**src/hdl/sar_pkg.sv**
```systemverilog
// shared constants and types for the sampling converter serial readout
`default_nettype none
package sar_pkg;
	localparam int          RESULT_W      = 16;              // result width, successive approximation steps
	localparam int          FIFO_DEPTH    = 4;               // result buffer depth
	localparam logic [2:0]  LEAD_EDGE     = 3'h5;            // falling edge count that enables the output
	localparam logic [15:0] CODE_ZERO     = 16'h0000;        // zero scale / underrange
	localparam logic [15:0] CODE_MID      = 16'h8000;        // midscale, first trial value
	localparam logic [15:0] CODE_FULL     = 16'hffff;        // full scale minus one step / overrange
	localparam logic [4:0]  LAST_BIT      = 5'h0f;           // index of the most significant bit
	localparam logic [4:0]  BITS_DONE     = 5'h10;           // all result bits shifted

	// conversion engine states
	typedef enum logic [2:0] {
		SAR_TRACK   = 3'b001,
		SAR_CONVERT = 3'b010,
		SAR_PUSH    = 3'b100
	} sar_conv_t;
endpackage : sar_pkg
`default_nettype wire

```
**src/hdl/sar_fifo.sv**
```systemverilog
// small valid/ready fifo between the conversion engine and the shifter
`default_nettype none
module sar_fifo #(
	parameter int WIDTH = 16,
	parameter int DEPTH = 4
) (
	input  wire logic             sys_clk,
	input  wire logic             resetn,
	input  wire logic [WIDTH-1:0] inData,
	input  wire logic             inValid,
	output logic                  inReady,
	output logic [WIDTH-1:0]      outData,
	output logic                  outValid,
	input  wire logic             outReady
);
	localparam int AW = $clog2(DEPTH);

	typedef struct packed {
		logic [AW-1:0] wrPtr;
		logic [AW-1:0] rdPtr;
		logic [AW:0]   count;
	} sar_fifo_st_t;

	sar_fifo_st_t           st_q;
	sar_fifo_st_t           st_d;
	logic [WIDTH-1:0]       mem [DEPTH];
	logic                   doWr;
	logic                   doRd;

	// handshakes are combinational, data leaves from the storage array
	assign inReady  = (st_q.count != (AW+1)'(DEPTH));
	assign outValid = (st_q.count != '0);
	assign outData  = mem[st_q.rdPtr];
	assign doWr     = inValid & inReady;
	assign doRd     = outValid & outReady;

	// pointer and occupancy update
	always_comb begin
		st_d = st_q;
		if (doWr) begin
			st_d.wrPtr = (st_q.wrPtr == AW'(DEPTH-1)) ? '0 : st_q.wrPtr + 1'b1;
		end
		if (doRd) begin
			st_d.rdPtr = (st_q.rdPtr == AW'(DEPTH-1)) ? '0 : st_q.rdPtr + 1'b1;
		end
		st_d.count = st_q.count + (AW+1)'(doWr) - (AW+1)'(doRd);
	end

	always_ff @(posedge sys_clk or negedge resetn) begin
		if (!resetn) begin
			st_q <= '0;
		end else begin
			st_q <= st_d;
		end
	end

	// storage has no reset; it is only read behind a valid count
	always_ff @(posedge sys_clk) begin
		if (doWr) begin
			mem[st_q.wrPtr] <= inData;
		end
	end
endmodule : sar_fifo
`default_nettype wire

```
**src/hdl/sar_readout.sv**
```systemverilog
// conversion control and serial readout of the sampling converter
`default_nettype none

// Overview of operation
// - select falling edge samples the input, starts conversion and opens the transfer
// - output released until fifth falling serial clock edge, then driven low lead bit
// - after the lead bit each of the next 16 falling serial clock edges shifts one bit, MSB first; later edges drive zero
// - converter enters low power by itself at the end of every conversion
// - result is 16-bit straight binary, 0000 zero, 8000 midscale, ffff full scale
// - after conversion return to tracking; no pipeline latency, read returns fresh sample
// - successive approximation over 16 binary weighted steps, MSB decided first
module sar_readout (
	input  wire logic        sys_clk,
	input  wire logic        resetn,
	input  wire logic        selectN,          // active-low select pin from the host
	input  wire logic        serial_shift_clock, // serial clock pin from the host
	input  wire logic        cmpAbove,         // comparator: sampled input at or above trial level
	output logic [15:0]      trialCode,        // trial word driving the capacitor array
	output logic             sampleHold,       // high: input held, low: tracking
	output logic             powerDown,        // high while the analog core sleeps
	output logic             dataOut,          // serial data output value
	output logic             dataOutEnN        // low while the serial output is driven
);
	// ----------------------------------------------------------------
	// state and local signals
	// ----------------------------------------------------------------
	// every flip-flop of the block except the result buffer's lives in this one record, pin synchronisers included
	typedef struct packed {
		logic [1:0]         selSync;
		logic [1:0]         sclkSync;
		logic               selLast;
		logic               sclkLast;
		logic               active;
		logic [2:0]         fallCnt;
		logic [4:0]         bitCnt;
		logic               shifting;
		logic [15:0]        shiftReg;
		logic               haveWord;
		sar_pkg::sar_conv_t conv;
		logic [4:0]         step;
		logic [15:0]        trial;
		logic [15:0]        result;
		logic               hold;
		logic               sleep;
		logic               dOut;
		logic               dEnN;
	} sar_st_t;

	sar_st_t        st_q;
	sar_st_t        st_d;
	logic           selFall;
	logic           selHigh;
	logic           sclkFall;
	logic           pushValid;
	logic           pushReady;
	logic [15:0]    popData;
	logic           popValid;
	logic           popReady;

	// ----------------------------------------------------------------
	// helper functions
	// ----------------------------------------------------------------
	// one-hot weight of the bit under decision
	function automatic logic [15:0] sar_weight(input logic [4:0] idx);
		sar_weight = 16'h0001 << idx[3:0];
	endfunction : sar_weight

	// trial word with the bit under decision kept when the input is at or above it
	function automatic logic [15:0] keep_trial(
		input logic [15:0] trial,
		input logic [4:0]  idx,
		input logic        above
	);
		keep_trial = above ? trial : (trial & ~sar_weight(idx));
	endfunction : keep_trial

	// high-to-low step between the previous and the current synchronised level
	function automatic logic fell_now(input logic last, input logic now);
		fell_now = last & ~now;
	endfunction : fell_now

	// ----------------------------------------------------------------
	// pin edges and result buffer
	// ----------------------------------------------------------------
	// edges are found only on the second sync stage's output, never the first
	assign selHigh   = st_q.selSync[1];
	assign selFall   = fell_now(st_q.selLast, st_q.selSync[1]);
	assign sclkFall  = fell_now(st_q.sclkLast, st_q.sclkSync[1]);
	assign pushValid = (st_q.conv == sar_pkg::SAR_PUSH);
	assign popReady  = st_q.active & ~st_q.haveWord;

	// a full buffer stalls the engine in its push state instead of dropping a result
	sar_fifo #(
		.WIDTH (sar_pkg::RESULT_W),
		.DEPTH (sar_pkg::FIFO_DEPTH)
	) u_fifo (
		.sys_clk  (sys_clk),
		.resetn   (resetn),
		.inData   (st_q.result),
		.inValid  (pushValid),
		.inReady  (pushReady),
		.outData  (popData),
		.outValid (popValid),
		.outReady (popReady)
	);

	// ----------------------------------------------------------------
	// next state
	// ----------------------------------------------------------------
	always_comb begin
		st_d          = st_q;
		st_d.selSync  = {st_q.selSync[0], selectN};
		st_d.sclkSync = {st_q.sclkSync[0], serial_shift_clock};
		st_d.selLast  = st_q.selSync[1];
		st_d.sclkLast = st_q.sclkSync[1];

		// conversion engine
		unique case (st_q.conv)
			sar_pkg::SAR_TRACK: begin
				if (selFall) begin
					st_d.conv  = sar_pkg::SAR_CONVERT;
					st_d.hold  = 1'b1;                   // freeze the sample at the select edge
					st_d.sleep = 1'b0;
					st_d.step  = sar_pkg::LAST_BIT;
					st_d.trial = sar_pkg::CODE_MID;      // msb trial first
				end
			end
			sar_pkg::SAR_CONVERT: begin
				// keep or drop the trial bit, then try the next lower one
				st_d.trial = keep_trial(st_q.trial, st_q.step, cmpAbove);
				if (st_q.step == '0) begin
					st_d.result = keep_trial(st_q.trial, st_q.step, cmpAbove); // straight binary
					st_d.conv   = sar_pkg::SAR_PUSH;
				end else begin
					st_d.trial = keep_trial(st_q.trial, st_q.step, cmpAbove)
						| sar_weight(st_q.step - 5'h01);
					st_d.step  = st_q.step - 5'h01;
				end
			end
			sar_pkg::SAR_PUSH: begin
				// stalls here if the buffer is full rather than losing a result
				if (pushReady) begin
					st_d.conv  = sar_pkg::SAR_TRACK;     // back to tracking
					st_d.hold  = 1'b0;
					st_d.sleep = 1'b1;                   // sleep until next select
				end
			end
			default: begin
				st_d.conv = sar_pkg::SAR_TRACK;
			end
		endcase

		// serial side: frame opens on the same select edge
		if (selFall) begin
			st_d.active   = 1'b1;
			st_d.fallCnt  = '0;
			st_d.bitCnt   = '0;
			st_d.shifting = 1'b0;
			st_d.haveWord = 1'b0;
		end
		if (st_q.active && popValid && !st_q.haveWord) begin
			st_d.shiftReg = popData;                     // fresh sample of this frame
			st_d.haveWord = 1'b1;
		end
		if (st_q.active && sclkFall && !selHigh) begin
			if (!st_q.shifting) begin
				st_d.fallCnt = st_q.fallCnt + 3'h1;
				if (st_q.fallCnt + 3'h1 == sar_pkg::LEAD_EDGE) begin
					st_d.dEnN     = 1'b0;
					st_d.dOut     = 1'b0;                // low lead bit
					st_d.shifting = 1'b1;
				end
			end else if (st_q.bitCnt != sar_pkg::BITS_DONE) begin
				st_d.dOut     = st_q.shiftReg[sar_pkg::RESULT_W-1]; // msb first
				st_d.shiftReg = {st_q.shiftReg[sar_pkg::RESULT_W-2:0], 1'b0};
				st_d.bitCnt   = st_q.bitCnt + 5'h01;
			end else begin
				st_d.dOut = 1'b0;                        // trailing edges read zero
			end
		end

		// select high releases the line and closes the frame
		if (selHigh) begin
			st_d.active   = 1'b0;
			st_d.shifting = 1'b0;
			st_d.dEnN     = 1'b1;
			st_d.dOut     = 1'b0;
		end
	end

	// ----------------------------------------------------------------
	// state register
	// ----------------------------------------------------------------
	// reset loads constants only; the pin samplers start at the idle-high level
	// so that no false select or clock edge is seen right after reset
	always_ff @(posedge sys_clk or negedge resetn) begin
		if (!resetn) begin
			st_q          <= '0;
			st_q.selSync  <= 2'h3;
			st_q.selLast  <= 1'b1;
			st_q.sclkSync <= 2'h3;
			st_q.sclkLast <= 1'b1;
			st_q.conv     <= sar_pkg::SAR_TRACK;
			st_q.sleep    <= 1'b1;
			st_q.dEnN     <= 1'b1;
			st_q.result   <= sar_pkg::CODE_ZERO;
		end else begin
			st_q <= st_d;
		end
	end

	// ----------------------------------------------------------------
	// outputs
	// ----------------------------------------------------------------
	// outputs straight from flip-flops
	assign trialCode  = st_q.trial;
	assign sampleHold = st_q.hold;
	assign powerDown  = st_q.sleep;
	assign dataOut    = st_q.dOut;
	assign dataOutEnN = st_q.dEnN;
endmodule : sar_readout
`default_nettype wire

```
**config.mk**
```make
export PLATFORM = sky130hd
export DESIGN_NAME = sar_readout
export DESIGN_NICKNAME = d
export VERILOG_FILES = /design/src/hdl/sar_pkg.sv /design/src/hdl/sar_fifo.sv /design/src/hdl/sar_readout.sv
export SDC_FILE = /design/constraint.sdc
export NUM_CORES = 1
export LEC_CHECK = 0
export ABC_CLOCK_PERIOD_IN_PS = 2110
export BUFFER_PORTS_ARGS = -buffer_cell sky130_fd_sc_hd__clkbuf_2
export CORE_UTILIZATION = 40
export DETAILED_ROUTE_END_ITERATION = 10
export GPL_ROUTABILITY_DRIVEN = 0
export PLACE_DENSITY_LB_ADDON = 0.15
export SKIP_CTS_REPAIR_TIMING = 1
export SYNTH_ARGS = -nofsm -noshare
export SYNTH_HDL_FRONTEND = slang
export SYNTH_HIERARCHICAL = 1
export SYNTH_SLANG_ARGS = --single-unit
export TNS_END_PERCENT = 1
```
**constraint.sdc**
```tcl
create_clock -name sys_clk -period 2.11 [get_ports sys_clk]
set_input_delay 0.1055 -clock sys_clk [delete_from_list [all_inputs] [get_ports sys_clk]]
set_output_delay 0.1055 -clock sys_clk [all_outputs]
set_load 0.005 [all_outputs]
```
==> results of run 1 <==
## routing by layer
metal	up-vias	track usage
li1	1868	-
met1	2003	0.2035
met2	82	0.2705
met3	24	0.04633
met4	0	0.07045
met5	-	0
## tightest hold or removal path, stage by stage
cell and delay (ns):
dlygate4sd3_1 0.52, buf_4 0.11, buf_12 0.31
## metrics by stage
stage | cells | utilization | TNS [ns] | area, um2
4_1_cts | 755 | 0.4723 | -0.1084 | 7530
3_3_place_gp | 723 | 0.4344 | -0.004362 | 6925
3_5_place_dp | 723 | 0.4344 | -0.09272 | 6925
2_1_floorplan | 497 | - | -0.06373 | 6563
6_report | 759 | 0.4768 | -0.1137 | 7602
5_1_grt | 759 | 0.4768 | -0.2310 | 7602
## final cells by class
class / instances / area, um2 / area share
clock buffer: 17 / 425.4 / 0.05596
clock inverter: 15 / 178.9 / 0.02354
inverter: 16 / 62.56 / 0.008229
multi-input combinational: 297 / 2280 / 0.2999
sequential: 148 / 4035 / 0.5308
tap: 216 / 270.3 / 0.03555
timing repair buffer: 50 / 350.3 / 0.04608
## sequential cells by signal (all words and copies together), names as in the netlist
register and count:
st_d 3, selHigh 1, st_q 53, dataOutEnN 1
u_fifo/mem 64, sampleHold 1, trialCode 16, u_fifo/st_q 7
dataOut 1, powerDown 1
## how the worst min path moves through the flow
stage	end	slack, ns	cells after the start
2_1_floorplan	dataOut	-0.19	0
3_3_place_gp	st_q[52]	0.18	2
3_5_place_dp	st_q[52]	0.19	2
4_1_cts	st_q[52]	-0.26	2
5_1_grt	st_q[53]	0.28	3
6_report	st_q[53]	0.23	3
## cells in the mapped netlist, types with 4 or more instances
| cell | n |
|---|---|
| buf_4 | 18 |
| buf_2 | 8 |
| dfrtp_1 | 75 |
| nand3_1 | 6 |
| mux2_4 | 5 |
| and3_2 | 4 |
| mux4_2 | 16 |
| edfxtp_1 | 64 |
| nor2b_1 | 6 |
| dfstp_2 | 9 |
| clkbuf_1 | 7 |
| mux2_2 | 8 |
| inv_1 | 16 |
| mux2i_1 | 21 |
| a21oi_1 | 28 |
| nor3_1 | 5 |
| xnor2_1 | 4 |
| nand2_1 | 44 |
| o21ai_0 | 57 |
| ha_1 | 16 |
| nand2b_1 | 8 |
| nor2_1 | 19 |
## power by group
group	total [W]	internal (W)	leakage, nW	switching [W]
clock	0.00305	0.00187	0.288	0.00119
sequential	0.00349	0.00327	1.64	0.000228
combinational	0.00134	0.000739	1.22	0.000600
total	0.00789	0.00587	3.15	0.00202
## cell families after synthesis
logic type,count (synthesis),share of synthesized area
multiplexers,50,0.1123
buffers and inverters,52,0.04277
XOR/XNOR,6,0.008018
AO/OA/AOI/OAI,107,0.09106
flip-flops,148,0.6157
adder cells (fa/ha/maj),17,0.03360
AND/OR/NAND/NOR,117,0.09660
==> impl_metrics.env, run 1 <==
export IMPL_status="complete, but fails checks"
export IMPL_violations="setup timing"
export IMPL_ys_types=57
export IMPL_place_ws_ns=-0.09272
export IMPL_fin_crit_sh=1.046
export IMPL_ant_nets=0
export IMPL_drive_gt1_frac=0.2560
export IMPL_antenna_found_initial=0
export IMPL_clock_path_buffers=2
export IMPL_cp_arrival_ns=2.51
export IMPL_r2r_end="u_fifo/st_q[2]"
export IMPL_rr_startpoint="u_fifo/st_q[1]"
export IMPL_grt_overflow=0
export IMPL_grt_pass1_wl_um=20570
export IMPL_ys_top_cells_by_area="edfxtp_1 29%, dfrtp_1 29%, mux4_2 5.5%"
export IMPL_die_h_um=130
export IMPL_max_freq_mhz=453.1
export IMPL_routed_wirelength_um=12610
export IMPL_mostFrequentLayoutCell="dfrtp_1"
export IMPL_cts_root_buf="clkbuf_16"
export IMPL_fillers=1445
export IMPL_crit_buf_inv=3
export IMPL_path_cells="or3b_4 -> and2_4 -> inv_2 -> ha_4 -> inv_4 -> ha_4 -> inv_2 -> fa_2 -> xnor2_2 -> xnor2_1"
export IMPL_first_iter_violations=307
export IMPL_syn_nets=519
export IMPL_hp_class="primary input to asynchronous set/reset pin"
export IMPL_top_layer="met4"
export IMPL_relSlewSlack=0.4639
export IMPL_ir_drop_uv=492.6
export IMPL_port_buffers=24
export IMPL_grt_max_degree=85
export IMPL_die_area_um2=16900
export IMPL_cap_violations=0
export IMPL_vias=3977
export IMPL_ys_seq_area_frac=0.6157
export IMPL_whs_ns=0.2263
export IMPL_netlist_area_leader_share=0.2932
export IMPL_area_delta_synth_final_pct=16.00
export IMPL_synth_avg_cell_area_um2=13.19
export IMPL_worstSetupStartpoint="u_fifo/st_q[1]"
export IMPL_route_detailed_vias_per_inst=5.240
export IMPL_setup_violations=2
export IMPL_synth_flop_cell="dfrtp_1"
export IMPL_clk_latency_ns=0.41
export IMPL_path_clk_slew_ns=0.06
export IMPL_met2_length_um=6188
export IMPL_grt_use_total=0.1645
export IMPL_cts_tree="done"
export IMPL_r2r_setup_slack_ns=-0.1
export IMPL_yosysWarnings=6
export IMPL_grt_pass1_vias=4008
export IMPL_ctsHtreeMaxLevel=4
export IMPL_synth_edff_count=64
export IMPL_start_util=0.4111
export IMPL_die_x_um=130
export IMPL_finalHoldViolCount=0
export IMPL_worstRegToRegCells=10
export IMPL_critPathCaptureType="flip-flop"
export IMPL_drc_errors=0
export IMPL_wl_met1_um=5679
export IMPL_dr_wl_met3_um=447
export IMPL_async_flop_share=0.5676
export IMPL_antenna_diode_count=0
export IMPL_critPathKind="flip-flop to flip-flop"
export IMPL_max_stage_delay_ns=0.41
export IMPL_required_ns=2.41
export IMPL_syn_area_um2=6554
export IMPL_worst_clock_skew_ns=0.007676
export IMPL_finalCriticalPeriod_ns=2.207
export IMPL_worstSetupPathDepth=10
export IMPL_p_leak_nw=3.148
export IMPL_tightest_slew_ns=0.8041
export IMPL_synthCells=497
export IMPL_setup_worst_path_start_class="flip-flop"
export IMPL_cp_slowest_cell="or3b_4"
export IMPL_final_cell_mix="75 x dfrtp_1, 64 x edfxtp_1, 57 x o21ai_0, 43 x nand2_1, 28 x a21oi_1"
export IMPL_power_w=0.007887
export IMPL_core_um2=15940
export IMPL_worst_slack_ns=-0.09680
export IMPL_synth_seq_cells=148
export IMPL_critical_path_endpoint="u_fifo/st_q[2]"
export IMPL_ioPinCount=25
export IMPL_firstDrtPassIters=4
export IMPL_fin_nets=552
export IMPL_power_density_nw_per_um2=1037
export IMPL_cts_buffers=17
export IMPL_path_max_fanout=3
export IMPL_critical_path_top_delay_family="adder cells"
export IMPL_dp_hpwl_um=8451
export IMPL_wl_per_cell_um=16.62
export IMPL_synth_largest_area_cell="edfxtp_1"
export IMPL_drv_slew=0
export IMPL_rsz0062_at_grt="true"
export IMPL_rows=46
export IMPL_cts_sinks=148
No activity file was read; power rests on OpenSTA's default activity.
==> run 2: changes to the inputs <==
--- a/config.mk
+++ b/config.mk
@@ -5,9 +5,10 @@
 export SDC_FILE = /design/constraint.sdc
 export NUM_CORES = 1
 export LEC_CHECK = 0
+export ABC_AREA = 1
 export ABC_CLOCK_PERIOD_IN_PS = 2110
 export BUFFER_PORTS_ARGS = -buffer_cell sky130_fd_sc_hd__clkbuf_2
-export CORE_UTILIZATION = 40
+export CORE_UTILIZATION = 56
 export DETAILED_ROUTE_END_ITERATION = 10
 export GPL_ROUTABILITY_DRIVEN = 0
 export PLACE_DENSITY_LB_ADDON = 0.15
==> constraint.sdc (replaced) <==
create_clock -name sys_clk -period 2.11 [get_ports sys_clk]
set_input_delay 0.1055 -clock sys_clk [delete_from_list [all_inputs] [get_ports sys_clk]]
set_output_delay 0.1055 -clock sys_clk [all_outputs]
set_load 0.01 [all_outputs]
==> impl_metrics.env, run 2 <==
export IMPL_finalNonFillerCells=931
export IMPL_netlist_area_leader_share=0.2660
export IMPL_path_max_fanout=4
export IMPL_synth_avg_cell_area_um2=9.937
export IMPL_rows=41
export IMPL_finalHoldViolCount=0
export IMPL_firstDrtPassIters=4
export IMPL_largest_register_ffs=64
export IMPL_die_h_um=115.6
export IMPL_drv_slew=0
export IMPL_p_leak_nw=3.747
export IMPL_dp_hpwl_um=9100
export IMPL_ys_seq_area_frac=0.5585
export IMPL_syn_area_um2=7224
export IMPL_synthMostInstantiatedCell="nand2_1"
export IMPL_hp_class="primary input to flip-flop"
export IMPL_vias=4823
export IMPL_ys_top_cells_by_area="edfxtp_1 27%, dfrtp_1 26%, nand2_1 12%"
export IMPL_grt_use_total=0.2252
export IMPL_ioPinCount=25
export IMPL_die_area_um2=13360
export IMPL_first_iter_violations=278
export IMPL_ctsHtreeMaxLevel=4
export IMPL_antenna_found_initial=0
export IMPL_cts_root_buf="clkbuf_16"
export IMPL_grt_pass1_wl_um=22400
export IMPL_cts_buffers=17
export IMPL_route_detailed_vias_per_inst=5.180
export IMPL_power_density_nw_per_um2=1235
export IMPL_grt_max_degree=68
export IMPL_cp_arrival_ns=2.31
export IMPL_setup_violations=0
export IMPL_die_x_um=115.6
export IMPL_rsz0062_at_grt="false"
export IMPL_synth_edff_count=64
export IMPL_synth_largest_area_cell="edfxtp_1"
export IMPL_synth_seq_cells=148
export IMPL_design_area_um2=8031
export IMPL_drive_gt1_frac=0.2227
export IMPL_rr_startpoint="u_fifo/st_q[1]"
export IMPL_worstSetupStartpoint="u_fifo/st_q[1]"
export IMPL_worst_clock_skew_ns=0.005994
export IMPL_status="finished, final reports clean"
export IMPL_regMostFlops="u_fifo/mem"
export IMPL_synthCells=727
export IMPL_ir_drop_uv=695.1
export IMPL_place_ws_ns=0.1109
export IMPL_grt_overflow=0
export IMPL_tightest_slew_ns=0.5240
export IMPL_wl_per_cell_um=14.61
export IMPL_grt_pass1_vias=4652
export IMPL_clock_path_buffers=2
export IMPL_ys_types=36
export IMPL_fillers=1015
export IMPL_min_from="cmpAbove"
export IMPL_port_buffers=24
export IMPL_synth_flop_cell="dfrtp_1"
export IMPL_final_cell_mix="234 x nand2_1, 74 x dfrtp_1, 70 x inv_1, 64 x edfxtp_1, 46 x nand3_1"
export IMPL_syn_nets=749
export IMPL_setup_worst_path_start_class="flip-flop"
export IMPL_worst_slack_ns=0.1178
export IMPL_drc_errors=0
export IMPL_cap_violations=0
export IMPL_yosysWarnings=6
export IMPL_async_flop_share=0.5676
export IMPL_required_ns=2.42
export IMPL_ant_nets=0
export IMPL_mostFrequentLayoutCell="nand2_1"
export IMPL_dp_cells=896
export IMPL_synth_top_cells_by_count="234 x nand2_1, 75 x dfrtp_1, 70 x inv_1"
export IMPL_cts_tree="done"
export IMPL_clk_latency_ns=0.42
export IMPL_area_delta_synth_final_pct=11.17
export IMPL_power_w=0.009920
export IMPL_max_freq_mhz=502.0
export IMPL_setup_tns_ns=0
export IMPL_critPathCaptureType="flip-flop"
export IMPL_antenna_diode_count=0
export IMPL_fin_crit_sh=0.9442
export IMPL_relSlewSlack=0.6507
export IMPL_core_um2=12620
export IMPL_routed_wirelength_um=13600
export IMPL_cts_sinks=148
export IMPL_fin_nets=768
export IMPL_dpl_cell_area_um2=7321
export IMPL_path_clk_slew_ns=0.06
export IMPL_finalCriticalPeriod_ns=1.992
export IMPL_start_util=0.5725
export IMPL_critPathKind="flip-flop to flip-flop"
run 2: changes by cell type after synthesis, sizes merged, moves of 10 or more:
| cell | previous run | this run |
|---|---|---|
| a21oi | 28 | 6 |
| buf | 29 | 39 |
| inv | 16 | 78 |
| mux2 | 13 | 0 |
| mux2i | 21 | 0 |
| mux4 | 16 | 0 |
| nand2 | 45 | 269 |
| nand3 | 6 | 49 |
| nor2 | 20 | 33 |
| o211ai | 0 | 34 |
| o21ai | 58 | 38 |
run 2: logic make-up after synthesis:
logic type	Yosys count	share of synthesized area
fa+ha+maj	17	0.03048
flops	148	0.5585
simple gates	354	0.2156
compound gates	83	0.09352
xor+xnor	7	0.008486
buf+inv	118	0.09335
run 2: worst max-delay path, stage by stage, from the launching register on:
cell     delay, ns
dfrtp_1       0.45
nor2_2        0.17
nand2_1       0.08
nand2_1       0.10
inv_1         0.05
ha_1          0.26
inv_1         0.06
ha_1          0.13
inv_1         0.05
fa_1          0.38
nand2_1       0.09
nand2_1       0.05
run 2: layout make-up:
cell class,count,area (um2),area share
clock inverters,13,231.5,0.02882
inverters,79,311.5,0.03879
repair buffers,39,267.8,0.03334
flip-flops and latches,148,4036,0.5026
multi-input cells,461,2526,0.3145
well taps,172,215.2,0.02680
clock buffers,19,442.9,0.05515
run 2: routing by layer:
layer / track usage / wire length [um] / vias up
li1: - / - / 2373
met1: 0.2825 / 5972 / 2300
met2: 0.3701 / 6750 / 125
met3: 0.05544 / 538 / 25
met4: 0.1039 / 336 / 0
met5: 0 / 0 / -
run 2: final timing paths:
kind	end	slack [ns]	depth (start not counted)
worst min-delay path	st_q[5]	0.19	5
worst max-delay path	u_fifo/st_q[2]	0.12	11
worst max register to register	u_fifo/st_q[2]	0.12	11
worst min register to register	selHigh	0.36	0
max in group asynchronous	st_q[41]	1.23	3
min in group asynchronous	st_q[54]	0.20	2
run 2: power breakdown:
group | switching (W) | internal [W] | total, W | leakage [nW]
clock | 0.00115 | 0.00225 | 0.00339 | 0.325
sequential | 0.000346 | 0.00341 | 0.00376 | 1.57
combinational | 0.00178 | 0.000985 | 0.00277 | 1.86
total | 0.00328 | 0.00664 | 0.00992 | 3.75
run 2: per-stage QoR:
stage	hold slack, ns	utilization
finish	0.1865	0.6364
global route	0.2262	0.6364
CTS	-0.3378	0.6336
detailed placement	0.1135	0.5801
global placement	0.1134	0.5801
floorplan	-0.1901	-
